--- config.mk ---
export PLATFORM = sky130hd
export DESIGN_NAME = aes_top
export DESIGN_NICKNAME = d
export VERILOG_FILES = /design/src/aes_pkg.sv /design/src/aes_btn.sv /design/src/aes_evt.sv /design/src/aes_top.sv
export SDC_FILE = /design/constraint.sdc
export NUM_CORES = 1
export LEC_CHECK = 0
export BUFFER_PORTS_ARGS = -buffer_cell sky130_fd_sc_hd__buf_2
export CAP_MARGIN = 20
export CORE_MARGIN = 5
export CORE_UTILIZATION = 44
export CTS_CLUSTER_SIZE = 16
export DETAILED_ROUTE_END_ITERATION = 16
export PLACE_DENSITY_LB_ADDON = 0.05
export SLEW_MARGIN = 20
export SYNTH_ARGS = -nofsm -noshare
export SYNTH_HDL_FRONTEND = slang
export SYNTH_SLANG_ARGS = --single-unit
--- constraint.sdc ---
create_clock -name aclk -period 6.5 [get_ports aclk]
set_input_delay 1.3 -clock aclk [delete_from_list [all_inputs] [get_ports aclk]]
set_output_delay 1.3 -clock aclk [all_outputs]
set_load 0.005 [all_outputs]
--- src/aes_pkg.sv ---
// Constants, register map and types shared by the alarm supervisor.
// Assumes one 100 MHz clock and 16-bit measurement words.
package aes_pkg;
  // Clock and timing
  localparam int CLK_HZ     = 100_000_000;
  localparam int HOLD_SEC   = 10;                 // Long press for slave reconfig
  localparam int HOLD_CYC   = HOLD_SEC * CLK_HZ;  // Above 4096: top parameter default
  // Measurement width and nominal ratings (plain defaults)
  localparam int MW         = 16;
  localparam logic [15:0] U_NOM   = 16'h1770;
  localparam logic [15:0] I_NOM   = 16'h0FA0;
  localparam logic [15:0] P_NOM   = 16'h2EE0;
  localparam logic [15:0] OPP_MAX = 16'(32'(P_NOM) * 11 / 10); // 1.1 x nominal
  localparam logic [23:0] RIGID_PCT = 24'h000065;   // 101 percent
  localparam logic [23:0] PCT_DEN   = 24'h000064;   // 100
  // Register byte offsets
  localparam int AW = 8;
  localparam logic [7:0] OFS_CTRL  = 8'h00;  // W: b0 on, b1 off, b2 ack
  localparam logic [7:0] OFS_OVP   = 8'h04;
  localparam logic [7:0] OFS_OCP   = 8'h08;
  localparam logic [7:0] OFS_OPP   = 8'h0C;
  localparam logic [7:0] OFS_EVT0  = 8'h10;  // Five event thresholds, 0x10..0x20
  localparam logic [7:0] OFS_ACT   = 8'h24;  // 2 bits per event
  localparam logic [7:0] OFS_STAT  = 8'h28;
  localparam logic [7:0] OFS_EVCLR = 8'h2C;  // Write one to clear event status
  // Control and status field positions
  localparam int CTL_ON = 0;
  localparam int CTL_OFF = 1;
  localparam int CTL_ACK = 2;
  localparam int ST_EVT = 8;
  localparam int ST_OUT = 16;
  localparam int ST_LED = 17;
  localparam int ST_MST = 18;
  // Alarm bit positions
  localparam int NAL = 8;
  localparam int AL_OVP = 0;
  localparam int AL_OCP = 1;
  localparam int AL_OPP = 2;
  localparam int AL_MAINS = 3;
  localparam int AL_HEAT = 4;
  localparam int AL_LINK = 5;
  localparam int AL_RIGID = 6;
  localparam int AL_EVT = 7;
  // Events: 0 low volt, 1 high volt, 2 low cur, 3 high cur, 4 high power
  localparam int NEV = 5;
  localparam logic [4:0] EVT_OVER = 5'h1A;
  // Reset values
  localparam logic [15:0] THR_RST = 16'hFFFF;
  localparam logic [15:0] EVT_RST = 16'h0000;
  localparam logic [1:0]  RESP_OK  = 2'h0;
  localparam logic [1:0]  RESP_ERR = 2'h2;
  typedef enum logic [1:0] {ACT_NONE, ACT_SIGNAL, ACT_WARN, ACT_ALARM} aes_act_t;
  typedef enum logic {OUT_OFF, OUT_ON} aes_out_t;
endpackage : aes_pkg

--- src/aes_btn.sv ---
// On/off button: press edge and a long-hold pulse while output is off.
// Assumes the button level is already debounced and synchronous.
`timescale 1ns/1ps
module aes_btn #(
  parameter int HOLD_CYC = aes_pkg::HOLD_CYC
) (
  input  wire logic aclk,
  input  wire logic aresetn,
  input  wire logic ce,
  input  wire logic btn,
  input  wire logic out_off,
  output logic      press,
  output logic      hold
);
  logic        btn_ff;
  logic        fired_ff;
  logic [30:0] cnt_ff;

  assign press = btn && !btn_ff;
  assign hold  = btn && out_off && !fired_ff && (cnt_ff == 31'(HOLD_CYC - 1));

  // Edge history
  always_ff @(posedge aclk) begin
    if (!aresetn) begin
      btn_ff <= 1'b0;
    end else if (ce) begin
      btn_ff <= btn;
    end
  end

  // Hold timer restarts whenever the button drops or output turns on
  always_ff @(posedge aclk) begin
    if (!aresetn) begin
      cnt_ff   <= 31'h00000000;
      fired_ff <= 1'b0;
    end else if (ce) begin
      if (!btn || !out_off) begin
        cnt_ff   <= 31'h00000000;
        fired_ff <= 1'b0;
      end else if (hold) begin
        fired_ff <= 1'b1;
      end else if (!fired_ff) begin
        cnt_ff <= cnt_ff + 31'h00000001;
      end
    end
  end
endmodule : aes_btn

--- src/aes_evt.sv ---
// One user event: threshold compare, action, sticky status bit.
// Assumes value and threshold are synchronous to aclk.
`timescale 1ns/1ps
module aes_evt (
  input  wire logic             aclk,
  input  wire logic             aresetn,
  input  wire logic             ce,
  input  wire logic             en,
  input  wire logic             over,
  input  wire logic [15:0]      value,
  input  wire logic [15:0]      thr,
  input  wire aes_pkg::aes_act_t act,
  input  wire logic             clr,
  output logic                  stat_ff,
  output logic                  trip
);
  logic hit;

  // Only live while the terminal is on, and never for NONE
  always_comb begin
    hit  = en && (act != aes_pkg::ACT_NONE) && (over ? (value > thr) : (value < thr));
    trip = hit && (act == aes_pkg::ACT_ALARM);
  end

  // Sticky status; a new hit beats a clear in the same cycle
  always_ff @(posedge aclk) begin
    if (!aresetn) begin
      stat_ff <= 1'b0;
    end else if (ce) begin
      stat_ff <= (stat_ff & ~clr) | hit;
    end
  end
endmodule : aes_evt

--- src/aes_top.sv ---
// Alarm and event supervisor for a slave power stage, AXI4-Lite registers.
// Assumes measurements and alarm inputs are synchronous to aclk.
// Summary of operation
// - Any alarm turns output off, lights LED.
// - Under master, report alarms; master acknowledges.
// - Else ack by button or remote command.
// - Press clears LED, next press turns on.
// - Voltage at threshold trips overvoltage alarm.
// - Current at threshold trips overcurrent alarm.
// - Power at threshold trips; limit 1.1 nominal.
// - Mains fault input trips fixed alarm.
// - Overheat input trips fixed alarm.
// - Link loss trips; clears only on reinit.
// - 60 V variant trips above 101% rated.
// - Event actions reset to none.
// - Events only while output on.
// - Five events with own action each.
// - Signal or warning sets status bit.
// - Alarm action sets status, output off.
// - Low voltage event below threshold.
// - High voltage event above threshold.
// - Low current event below threshold.
// - High current event above threshold.
// - High power event above threshold.
// - Ten second hold while off: slave mode.
//
// Added by the designer: the placing of the registers and the AXI4-Lite slave port.
`timescale 1ns/1ps
module aes_top #(
  parameter int HOLD_CYC = aes_pkg::HOLD_CYC
) (
  input  wire logic        aclk,
  input  wire logic        aresetn,
  input  wire logic        ce,
  input  wire logic [7:0]  s_axi_awaddr,
  input  wire logic        s_axi_awvalid,
  output logic             s_axi_awready,
  input  wire logic [31:0] s_axi_wdata,
  input  wire logic [3:0]  s_axi_wstrb,
  input  wire logic        s_axi_wvalid,
  output logic             s_axi_wready,
  output logic [1:0]       s_axi_bresp,
  output logic             s_axi_bvalid,
  input  wire logic        s_axi_bready,
  input  wire logic [7:0]  s_axi_araddr,
  input  wire logic        s_axi_arvalid,
  output logic             s_axi_arready,
  output logic [31:0]      s_axi_rdata,
  output logic [1:0]       s_axi_rresp,
  output logic             s_axi_rvalid,
  input  wire logic        s_axi_rready,
  input  wire logic [15:0] meas_volt,
  input  wire logic [15:0] meas_curr,
  input  wire logic [15:0] meas_power,
  input  wire logic        mains_fault,
  input  wire logic        overheat,
  input  wire logic        link_lost,
  input  wire logic        link_reinit,
  input  wire logic        variant_60v,
  input  wire logic        master_ctrl,
  input  wire logic        master_ack,
  input  wire logic        master_on,
  input  wire logic        master_off,
  input  wire logic        onoff_btn,
  output logic             output_on,
  output logic             error_led,
  output logic [7:0]       alarm_report,
  output logic             slave_reconfig
);
  logic [7:0]        aw_addr_ff;
  logic              aw_ff;
  logic [31:0]       w_data_ff;
  logic [3:0]        w_strb_ff;
  logic              w_ff;
  logic              do_wr;
  logic [31:0]       wval;
  logic [15:0]       ovp_thr_ff;
  logic [15:0]       ocp_thr_ff;
  logic [15:0]       opp_thr_ff;
  logic [15:0]       evt_thr_ff [aes_pkg::NEV];
  aes_pkg::aes_act_t evt_act_ff [aes_pkg::NEV];
  logic [4:0]        evt_stat;
  logic [4:0]        evt_trip;
  logic [4:0]        evt_clr;
  logic [7:0]        cause;
  logic [7:0]        latch_ff;
  logic [7:0]        nxt_latch;
  logic              ack;
  logic              btn_press;
  logic              btn_hold;
  logic              on_req;
  logic              off_req;
  logic              led;
  aes_pkg::aes_out_t state_ff;
  aes_pkg::aes_out_t nxt_state;

  // Mapped word addresses; shared by both bus paths
  function automatic logic mapped(input logic [7:0] a);
    mapped = (a[1:0] == 2'h0) && (a <= aes_pkg::OFS_EVCLR);
  endfunction : mapped

  // Byte-lane merge of a write
  function automatic logic [31:0] merge(input logic [31:0] o, input logic [31:0] n,
                                        input logic [3:0] s);
    for (int b = 0; b < 4; b++) begin
      merge[8*b +: 8] = s[b] ? n[8*b +: 8] : o[8*b +: 8];
    end
  endfunction : merge

  // Measurement feeding each event
  function automatic logic [15:0] evt_val(input int i);
    evt_val = (i < 2) ? meas_volt : (i < 4) ? meas_curr : meas_power;
  endfunction : evt_val

  // Nominal ceiling for each event threshold
  function automatic logic [15:0] evt_nom(input int i);
    evt_nom = (i < 2) ? aes_pkg::U_NOM : (i < 4) ? aes_pkg::I_NOM : aes_pkg::P_NOM;
  endfunction : evt_nom

  // Status word read back
  function automatic logic [31:0] stat_word();
    stat_word = 32'h00000000;
    stat_word[aes_pkg::NAL-1:0]          = latch_ff;
    stat_word[aes_pkg::ST_EVT +: 5]      = evt_stat;
    stat_word[aes_pkg::ST_OUT]           = (state_ff == aes_pkg::OUT_ON);
    stat_word[aes_pkg::ST_LED]           = led;
    stat_word[aes_pkg::ST_MST]           = master_ctrl;
  endfunction : stat_word

  // Address and data taken in either order, one write at a time
  assign s_axi_awready = !aw_ff && !s_axi_bvalid;
  assign s_axi_wready  = !w_ff && !s_axi_bvalid;
  assign do_wr         = ce && aw_ff && w_ff && !s_axi_bvalid;
  assign wval          = merge(32'h00000000, w_data_ff, w_strb_ff);

  always_ff @(posedge aclk) begin
    if (!aresetn) begin
      aw_ff        <= 1'b0;
      w_ff         <= 1'b0;
      aw_addr_ff   <= 8'h00;
      w_data_ff    <= 32'h00000000;
      w_strb_ff    <= 4'h0;
      s_axi_bvalid <= 1'b0;
      s_axi_bresp  <= aes_pkg::RESP_OK;
    end else if (ce) begin
      if (s_axi_awvalid && s_axi_awready) begin
        aw_ff      <= 1'b1;
        aw_addr_ff <= s_axi_awaddr;
      end
      if (s_axi_wvalid && s_axi_wready) begin
        w_ff      <= 1'b1;
        w_data_ff <= s_axi_wdata;
        w_strb_ff <= s_axi_wstrb;
      end
      if (do_wr) begin
        aw_ff        <= 1'b0;
        w_ff         <= 1'b0;
        s_axi_bvalid <= 1'b1;
        s_axi_bresp  <= mapped(aw_addr_ff) ? aes_pkg::RESP_OK : aes_pkg::RESP_ERR;
      end else if (s_axi_bvalid && s_axi_bready) begin
        s_axi_bvalid <= 1'b0;
      end
    end
  end

  // Read answer one cycle after the address is taken
  assign s_axi_arready = !s_axi_rvalid;

  always_ff @(posedge aclk) begin
    if (!aresetn) begin
      s_axi_rvalid <= 1'b0;
      s_axi_rdata  <= 32'h00000000;
      s_axi_rresp  <= aes_pkg::RESP_OK;
    end else if (ce) begin
      if (s_axi_arvalid && s_axi_arready) begin
        s_axi_rvalid <= 1'b1;
        s_axi_rresp  <= mapped(s_axi_araddr) ? aes_pkg::RESP_OK : aes_pkg::RESP_ERR;
        s_axi_rdata  <= 32'h00000000;
        case (s_axi_araddr)
          aes_pkg::OFS_OVP:  s_axi_rdata[15:0] <= ovp_thr_ff;
          aes_pkg::OFS_OCP:  s_axi_rdata[15:0] <= ocp_thr_ff;
          aes_pkg::OFS_OPP:  s_axi_rdata[15:0] <= opp_thr_ff;
          aes_pkg::OFS_STAT: s_axi_rdata       <= stat_word();
          aes_pkg::OFS_ACT: begin
            for (int i = 0; i < aes_pkg::NEV; i++) begin
              s_axi_rdata[2*i +: 2] <= evt_act_ff[i];
            end
          end
          default: begin
            for (int i = 0; i < aes_pkg::NEV; i++) begin
              if (s_axi_araddr == aes_pkg::OFS_EVT0 + 8'(4*i)) begin
                s_axi_rdata[15:0] <= evt_thr_ff[i];
              end
            end
          end
        endcase
      end else if (s_axi_rvalid && s_axi_rready) begin
        s_axi_rvalid <= 1'b0;
      end
    end
  end

  // Protection thresholds; power limit clamped to its ceiling
  always_ff @(posedge aclk) begin
    if (!aresetn) begin
      ovp_thr_ff <= aes_pkg::THR_RST;
      ocp_thr_ff <= aes_pkg::THR_RST;
      opp_thr_ff <= aes_pkg::OPP_MAX;
    end else if (do_wr) begin
      if (aw_addr_ff == aes_pkg::OFS_OVP) ovp_thr_ff <= wval[15:0];
      if (aw_addr_ff == aes_pkg::OFS_OCP) ocp_thr_ff <= wval[15:0];
      if (aw_addr_ff == aes_pkg::OFS_OPP) begin
        opp_thr_ff <= (wval[15:0] > aes_pkg::OPP_MAX) ? aes_pkg::OPP_MAX : wval[15:0];
      end
    end
  end

  // Per-event threshold, action and sticky status
  generate
    for (genvar g = 0; g < aes_pkg::NEV; g++) begin : g_evt
      always_ff @(posedge aclk) begin
        if (!aresetn) begin
          evt_thr_ff[g] <= aes_pkg::EVT_RST;
          evt_act_ff[g] <= aes_pkg::ACT_NONE;
        end else if (do_wr) begin
          if (aw_addr_ff == aes_pkg::OFS_EVT0 + 8'(4*g)) begin
            evt_thr_ff[g] <= (wval[15:0] > evt_nom(g)) ? evt_nom(g) : wval[15:0];
          end
          // takes effect at once, even while on
          if (aw_addr_ff == aes_pkg::OFS_ACT) begin
            evt_act_ff[g] <= aes_pkg::aes_act_t'(wval[2*g +: 2]);
          end
        end
      end
      assign evt_clr[g] = do_wr && (aw_addr_ff == aes_pkg::OFS_EVCLR) && wval[g];
      aes_evt u_evt (
        .aclk    (aclk),
        .aresetn (aresetn),
        .ce      (ce),
        .en      (state_ff == aes_pkg::OUT_ON),
        .over    (aes_pkg::EVT_OVER[g]),
        .value   (evt_val(g)),
        .thr     (evt_thr_ff[g]),
        .act     (evt_act_ff[g]),
        .clr     (evt_clr[g]),
        .stat_ff (evt_stat[g]),
        .trip    (evt_trip[g])
      );
    end
  endgenerate

  // Front button, with the long-hold slave reconfiguration
  aes_btn #(
    .HOLD_CYC (HOLD_CYC)
  ) u_btn (
    .aclk    (aclk),
    .aresetn (aresetn),
    .ce      (ce),
    .btn     (onoff_btn),
    .out_off (state_ff == aes_pkg::OUT_OFF),
    .press   (btn_press),
    .hold    (btn_hold)
  );
  assign slave_reconfig = ce && btn_hold && !master_ctrl;

  // Present alarm causes, evaluated whatever the output state except the event cause, live only while on
  always_comb begin
    cause = 8'h00;
    cause[aes_pkg::AL_OVP]   = meas_volt >= ovp_thr_ff;
    cause[aes_pkg::AL_OCP]   = meas_curr >= ocp_thr_ff;
    cause[aes_pkg::AL_OPP]   = meas_power >= opp_thr_ff;
    cause[aes_pkg::AL_MAINS] = mains_fault;
    cause[aes_pkg::AL_HEAT]  = overheat;
    cause[aes_pkg::AL_LINK]  = link_lost;
    // fixed 101 percent, scaled to avoid a divider
    cause[aes_pkg::AL_RIGID] = variant_60v &&
      (24'(meas_volt) * aes_pkg::PCT_DEN > 24'(aes_pkg::U_NOM) * aes_pkg::RIGID_PCT);
    // an alarm-action event counts as an alarm
    cause[aes_pkg::AL_EVT]   = |evt_trip;
  end

  // Acknowledge source depends on who is in control
  always_comb begin
    led = |latch_ff || |cause;
    // master acknowledges; button or command otherwise
    ack = master_ctrl ? master_ack :
          ((btn_press && led) ||
           (do_wr && aw_addr_ff == aes_pkg::OFS_CTRL && wval[aes_pkg::CTL_ACK]));
    // a press with LED lit only acknowledges
    on_req  = master_ctrl ? master_on :
              ((btn_press && !led) ||
               (do_wr && aw_addr_ff == aes_pkg::OFS_CTRL && wval[aes_pkg::CTL_ON]));
    off_req = master_ctrl ? master_off :
              ((btn_press && state_ff == aes_pkg::OUT_ON) ||
               (do_wr && aw_addr_ff == aes_pkg::OFS_CTRL && wval[aes_pkg::CTL_OFF]));
  end

  // Latched alarms; a live cause always wins over its clear
  always_comb begin
    nxt_latch = latch_ff | cause;
    // ack only clears alarms whose cause is gone
    if (ack) begin
      nxt_latch = (latch_ff & cause) | cause;
      nxt_latch[aes_pkg::AL_LINK] = latch_ff[aes_pkg::AL_LINK] | cause[aes_pkg::AL_LINK];
    end
    // link alarm clears only on reinitialisation
    if (link_reinit && !link_lost) begin
      nxt_latch[aes_pkg::AL_LINK] = 1'b0;
    end
  end

  always_ff @(posedge aclk) begin
    if (!aresetn) begin
      latch_ff <= 8'h00;
    end else if (ce) begin
      latch_ff <= nxt_latch;
    end
  end

  // Output switch
  always_comb begin
    case (state_ff)
      aes_pkg::OUT_OFF: nxt_state = (on_req && !led) ? aes_pkg::OUT_ON : aes_pkg::OUT_OFF;
      // any alarm forces the output off
      aes_pkg::OUT_ON:  nxt_state = (|cause || off_req) ? aes_pkg::OUT_OFF : aes_pkg::OUT_ON;
      default:          nxt_state = aes_pkg::OUT_OFF;
    endcase
  end

  always_ff @(posedge aclk) begin
    if (!aresetn) begin
      state_ff <= aes_pkg::OUT_OFF;
    end else if (ce) begin
      state_ff <= nxt_state;
    end
  end

  assign output_on    = (state_ff == aes_pkg::OUT_ON);
  assign error_led    = |latch_ff;
  assign alarm_report = latch_ff;
endmodule : aes_top

After elaboration in Yosys (flattened, before gate mapping)

Memory sizes are Yosys's and may differ from the RTL's.
Cells that the tools add are included.

Register bits: 161
Bits in writable memories: 90
Input port bits: 118
Output and inout port bits: 52
Word-level logic and storage cells: 266
Memories: 2

$add $sub $neg: 1
$mul: 1
Order comparisons: 15
Eq/ne operators: 28
Muxes and demuxes: 72
Bitwise operators: 30
Reductions and logical operators: 94

Memory list:

| memory     | depth | width | rd ports | clocked after memory_dff | wr ports | line          | source |
|---|---|---|---|---|---|---|---|
| evt_thr_ff | 5     | 16    | 5        | 0                        | 5        | aes_top.sv:80 | `logic [15:0] evt_thr_ff [aes_pkg::NEV];` |
| evt_act_ff | 5     | 2     | 5        | 0                        | 5        | aes_top.sv:81 | `aes_pkg::aes_act_t evt_act_ff [aes_pkg::NEV];` |

Operator list:

| kind                                                           | number |
|---|---|
| two-way mux 16 bit                                             | 14 |
| two-way mux 31 bit                                             | 3 |
| equality test 8 x 5 -> 1 bit, second input constant            | 8 |
| one-hot mux 10 bit (5 select lines)                            | 1 |
| logical AND 1 bit                                              | 49 |
| equality test 8 x 6 -> 1 bit, second input constant            | 6 |
| >= comparator 16 bit                                           | 3 |
| > comparator 16 bit                                            | 3 |
| two-way mux 1 bit                                              | 41 |
| equality test 8 x 4 -> 1 bit, second input constant            | 4 |
| > comparator 16 x 14 -> 1 bit, second input constant           | 2 |
| < comparator 16 bit                                            | 2 |
| adder 31 x 1 -> 31 bit, second input constant                  | 1 |
| equality test 31 x 30 -> 1 bit, second input constant          | 1 |
| one-hot mux 6 bit (5 select lines)                             | 1 |
| two-way mux 8 bit                                              | 3 |
| AND reduction 2 bit                                            | 12 |
| > comparator 23 x 20 -> 1 bit, second input constant           | 1 |
| multiplier 16 x 5 -> 21 bit, second input constant             | 1 |
| nonzero test 2 bit                                             | 10 |
| equality test 8 x 3 -> 1 bit, second input constant            | 2 |
| > comparator 16 x 12 -> 1 bit, second input constant           | 1 |
| > comparator 16 x 13 -> 1 bit, second input constant           | 1 |
| less-or-equal comparator 8 x 6 -> 1 bit, second input constant | 2 |
| other kinds (19)                                               | 69 |

Depth between registers and ports, before layout

An unclocked memory read counts as a cell.

Depth in word-level cells: 14
Gate-level depth with buffers: 15

Cells and area by module

From an unflattened synthesis, not the netlist that was laid out.

Cells, all modules: 1756
Area total of the unflattened synthesis: 15427.3 um2

By module, submodules not included:

| module  | times used | cells an instance | area each (um2) | seq. area each (um2) |
|---|---|---|---|---|
| aes_top | 1          | 1189              | 11101.9         | 4864.7 |
| aes_evt | 5          | 68                | 503.0           | 20.0 |
| aes_btn | 1          | 227               | 1810.5          | 660.6 |

Least setup slack after synthesis

No wires, ideal clock.

Kind: in2reg
Start point: input port meas_volt[7]
End point: register s_axi_rdata[17]
Setup time: 117 ps
Data arrival time: 4700 ps
Setup slack: 1683 ps
Stages on the path: 15
Path buffers: 0
Path through: ha_1 -> ha_1 -> inv_1 -> fa_1 -> inv_1 -> ha_1 -> a21oi_1 -> o211ai_1 -> a31oi_1 -> o21ai_0 -> xor2_1 -> or4_4 -> o31ai_4 -> nand4_1 -> a32o_1

Cells in the longest elaborated chain, start to end: 6
Elaborated cells on any way between the ends: 13

RTL lines:

| item                                                               | line                          | source |
|---|---|---|
| start: declaration                                                 | aes_top.sv:52                 | `input wire logic [15:0] meas_volt,` |
| multiplier 16 x 5 -> 21 bit (tied with other cells)                | aes_top.sv:277                | `(24'(meas_volt) * aes_pkg::PCT_DEN > 24'(aes_pkg::U_NOM) * aes_pkg::RIGID_PCT);` |
| > comparator 23 x 20 -> 1 bit or logical AND 1 bit (tied branches) | aes_top.sv:277, aes_evt.sv:21 |  |
| logical AND 1 bit, on equally long branches                        | aes_top.sv:276, aes_evt.sv:22 |  |
| OR reduction 12 bit *                                              | aes_top.sv:284                | `led = \|latch_ff \|\| \|cause;` |
| logical OR 1 bit *                                                 | aes_top.sv:284                |  |
| two-way mux 3 bit *                                                | aes_top.sv:179                | `case (s_axi_araddr)` |
| end signal: assignment                                             | aes_top.sv:183                | `aes_pkg::OFS_STAT: s_axi_rdata <= stat_word();` |
| end signal: indexed assignment                                     | aes_top.sv:186                | `s_axi_rdata[2*i +: 2] <= evt_act_ff[i];` |
| end: declaration                                                   | aes_top.sv:48                 | `output logic [31:0] s_axi_rdata,` |

Every way passes the cells marked *; elsewhere a longest branch is shown, timed or not.
A chain may end at the register's enable or synchronous reset.

Final worst setup path

Start point: input port meas_volt[4]
End point: register latch_ff[6] (netlist: alarm_report[6])

Cells in the longest elaborated chain, start to end: 9
Elaborated cells on any way between the ends: 19

RTL lines:

| item                                                               | line                          | source |
|---|---|---|
| multiplier 16 x 5 -> 21 bit (tied with other cells)                | aes_top.sv:277                |  |
| > comparator 23 x 20 -> 1 bit or logical AND 1 bit (tied branches) | aes_top.sv:277, aes_evt.sv:21 |  |
| logical AND 1 bit, on equally long branches                        | aes_top.sv:276, aes_evt.sv:22 |  |
| OR reduction 12 bit                                                | aes_top.sv:284                |  |
| logical OR 1 bit                                                   | aes_top.sv:284                |  |
| logical AND 1 bit                                                  | aes_top.sv:287                | `((btn_press && led) \|\|` |
| logical OR 1 bit                                                   | aes_top.sv:287                |  |
| two-way mux 1 bit                                                  | aes_top.sv:286                | `ack = master_ctrl ? master_ack :` |
| two-way mux 8 bit *                                                | aes_top.sv:302                | `if (ack) begin` |
| end signal: assignment                                             | aes_top.sv:316                | `latch_ff <= nxt_latch;` |
| end: declaration                                                   | aes_top.sv:86                 | `logic [7:0] latch_ff;` |

Marks and branches as above.

==> flow_metrics.tcl <==
set metrics [dict create \
    status "complete, no violations" \
    leakage_uw 0.00769 \
    worstMarginPinSlew_ps 1090 \
    syn_inst 1696 \
    slew_violations 0 \
    place.port_buffers 136 \
    synth_top_area_cell "dfxtp_1" \
    max_stage_delay_ps 520 \
    cts_sinks 236 \
    drive_gt1_frac 0.126 \
    critPathBufInv 3 \
    crit_chain "buf_2 -> ha_1 -> ha_1 -> inv_1 -> fa_1 -> inv_1 -> ha_1 -> o211ai_1 -> o211ai_1 -> a31oi_2 -> o31ai_1 -> xnor2_1 -> a21boi_0 -> nor3_1 -> a21oi_1 -> a31oi_1" \
    finalInstanceArea_um2 17200 \
    cts_tree "done" \
    std_cell_rows 67 \
    final_antenna_net_count 0 \
    synth_edf_count 90 \
    fin_setup_tns_ps 0 \
    grt_pass1_wl_mm 75.0 \
    fmax_mhz 202 \
    fin_ws_ps 1550 \
    ys_top_cells_by_area "dfxtp_1, edfxtp_1, ha_1, nand2_1, inv_1" \
    reg2reg_slack_ps 3040 \
    drt_wl_total_mm 49.6 \
    r2r_cells 11 \
    hold_path_class "reg2reg" \
    route.detailed.drc 0 \
    gp_congestion 0.900 \
    r2r-end "alarm_report[6]" \
    min_to "s_axi_rdata[18]" \
    grt_overflow 0 \
    finClkSkew_ps 21.1 \
    cts.clk_slew.worst_paths_ps 60 \
    synthTopCellsByCount "nand2_1, inv_1, ha_1" \
    start_util 0.448 \
    synth_cell_types 85 \
    worstHoldStart "s_axi_rdata[18]" \
    hold_violations 0 \
    cts_buffers 27 \
    power.total_uw 3990 \
    finalSetupViolCount 0 \
    cts_hold_buf 0 \
    powerDensity_nw_per_um2 232 \
    dominantRegCellSynth "dfxtp_1" \
    yosys_register_bits 236 \
    grt_max_degree 67 \
    critPathTopFamily "compound AO/OA/AOI/OAI gates" \
    first_pass_iters 8 \
    ys_seq_area_frac 0.374 \
    crit_slowest_cell "a21boi_0" \
    drt-wirelength-per-cell_um 21.5 \
    synthArstFlopShare 0 \
    netlist_area_um2 15100 \
    grt_pass1_vias 12689 \
    dp_hpwl_mm 38.7 \
    grt.total_usage 0.251 \
    crit_top_cell "ha_1" \
    antenna_found_initial 0 \
    worstPathMaxFanout 7 \
    syn_area_per_cell_um2 8.87 \
    worst-setup-path-type "in2reg" \
    rsz0062_at_grt "no" \
    die_height_um 195 \
    worstSetupEndpointType "flop" \
    ios 170 \
    die_width_um 195 \
    ys_warn_count 0 \
    area_delta_synth_final_pct 14.4 \
    max-vdd-ir-drop_v 0.000198 \
    crit_required_ps 6910 \
    postCtsSetupRepairBufs 0 \
    pre_cts_ws_ps 1060 \
    cts-resized-gates 0 \
    coreArea_um2 33600 \
    holdWs_ps 466 \
    relSlewSlack 0.270 \
    drv_cap 0 \
    finalCriticalPeriod_ps 4950 \
    timing.hold.worst_path_depth 2 \
    fin_crit_sh 0.761 \
    start_kind "input port" \
    die_area_um2 38000 \
    cts_root_buf "clkbuf_16" \
    insertedDiodeCount 0 \
    synth_top_area_frac 0.194 \
    vias 13257 \
    fin_nets 2146 \
    htree_levels 1 \
    first_iter_violations 1296 \
    r2r_start "opp_thr_ff[9]" \
    ctsLongestPathBuffers 3 \
    arrival_ps 5350 \
    insertion_delay_ps 560 \
    yosysMostFrequentCell "nand2_1" \
    routed_via_density 5.75 \
    dpl_cell_area_um2 16200 \
]
worst reg2reg max path, stage by stage, from the launching register on:
cell and delay [ps]:
dfxtp_1 460, inv_1 80, ha_1 300, a21o_1 160
nand3_1 70, a21oi_1 70, a2111oi_0 690, nand2_1 350
or3_1 460, nor4_1 280, a21oi_1 250, a31oi_1 210
flip-flops by register name, indices dropped and copies added (netlist names), 5 cells and up:
register and count:
u_btn.cnt_ff 31, ocp_thr_ff 16, alarm_report 8, evt_thr_ff 80, ovp_thr_ff 16, w_data_ff 16
aw_addr_ff 8, g_evt.u_evt.stat_ff 5, evt_act_ff 10, s_axi_rdata 19, opp_thr_ff 16
cell type report:
type,instances,area (µm²)
fillers,3245,16400
multi-input cells,1235,8520
flip-flops and latches,236,5630
repair buffers,152,803
clock buffers,34,712
inverters,185,694
well taps,448,561
clock inverters,16,300
worst max-delay path by stage:
stage | start | to | slack, ps | cells past startpoint
after floorplan | meas_volt[7] | s_axi_rdata[17] | 1680 | 15
after global placement | meas_volt[4] | alarm_report[6] | 1070 | 16
after detailed placement | meas_volt[3] | alarm_report[6] | 1060 | 16
after CTS | meas_volt[3] | alarm_report[6] | 1590 | 16
after global routing | meas_volt[3] | alarm_report[7] | 1350 | 16
final | meas_volt[4] | alarm_report[6] | 1550 | 16
routing by layer:
layer / wire length, µm / GRT usage / up-vias
met2: 21700 / 0.392 / 510
met4: 1810 / 0.0799 / 0
li1: - / - / 6364
met1: 22200 / 0.361 / 6289
met5: 0 / 0 / -
met3: 3810 / 0.0348 / 94
cell families after synthesis:
| family | count (synthesis) | share of synthesized area |
|---|---|---|
| other | 1 | 0.000249 |
| multiplexers | 1 | 0.000665 |
| XOR/XNOR | 42 | 0.0244 |
| buffers and inverters | 255 | 0.0684 |
| adder cells (fa/ha/maj) | 191 | 0.164 |
| AND/OR/NAND/NOR | 551 | 0.177 |
| flip-flops | 236 | 0.374 |
| AO/OA/AOI/OAI | 419 | 0.191 |
cell usage in the layout (no fill, tap or decap), types with 16 or more instances in the layout:
| cell | netlist | layout |
|---|---|---|
| a21oi_1 | 104 | 104 |
| a31oi_1 | 21 | 21 |
| a21o_1 | 17 | 17 |
| nand3_1 | 43 | 43 |
| nor3_1 | 17 | 17 |
| nor2_1 | 126 | 122 |
| o211ai_1 | 43 | 43 |
| conb_1 | 1 | 31 |
| nand2_1 | 202 | 201 |
| and3_1 | 16 | 16 |
| a22o_1 | 17 | 17 |
| xor2_1 | 30 | 30 |
| o21ai_0 | 66 | 61 |
| dfxtp_1 | 146 | 146 |
| buf_2 | 1 | 135 |
| clkbuf_16 | 0 | 27 |
| edfxtp_1 | 90 | 90 |
| a221oi_1 | 29 | 29 |
| inv_1 | 185 | 185 |
| ha_1 | 180 | 180 |
| nor2_2 | 12 | 16 |
| a21boi_0 | 40 | 40 |
| buf_4 | 17 | 17 |
| nand4_1 | 36 | 36 |
where the power goes:
| group | switching (µW) | internal [µW] |
|---|---|---|
| logic | 375 | 247 |
| registers | 52.6 | 1580 |
| clock network | 642 | 1100 |
per-stage QoR:
step,std cells,utilization
after floorplan,1726,-
after global routing,2306,0.512
after detailed placement,2256,0.482
after CTS,2306,0.512
after global placement,2256,0.482
final,2306,0.512
(Power assumes the default switching activity.)
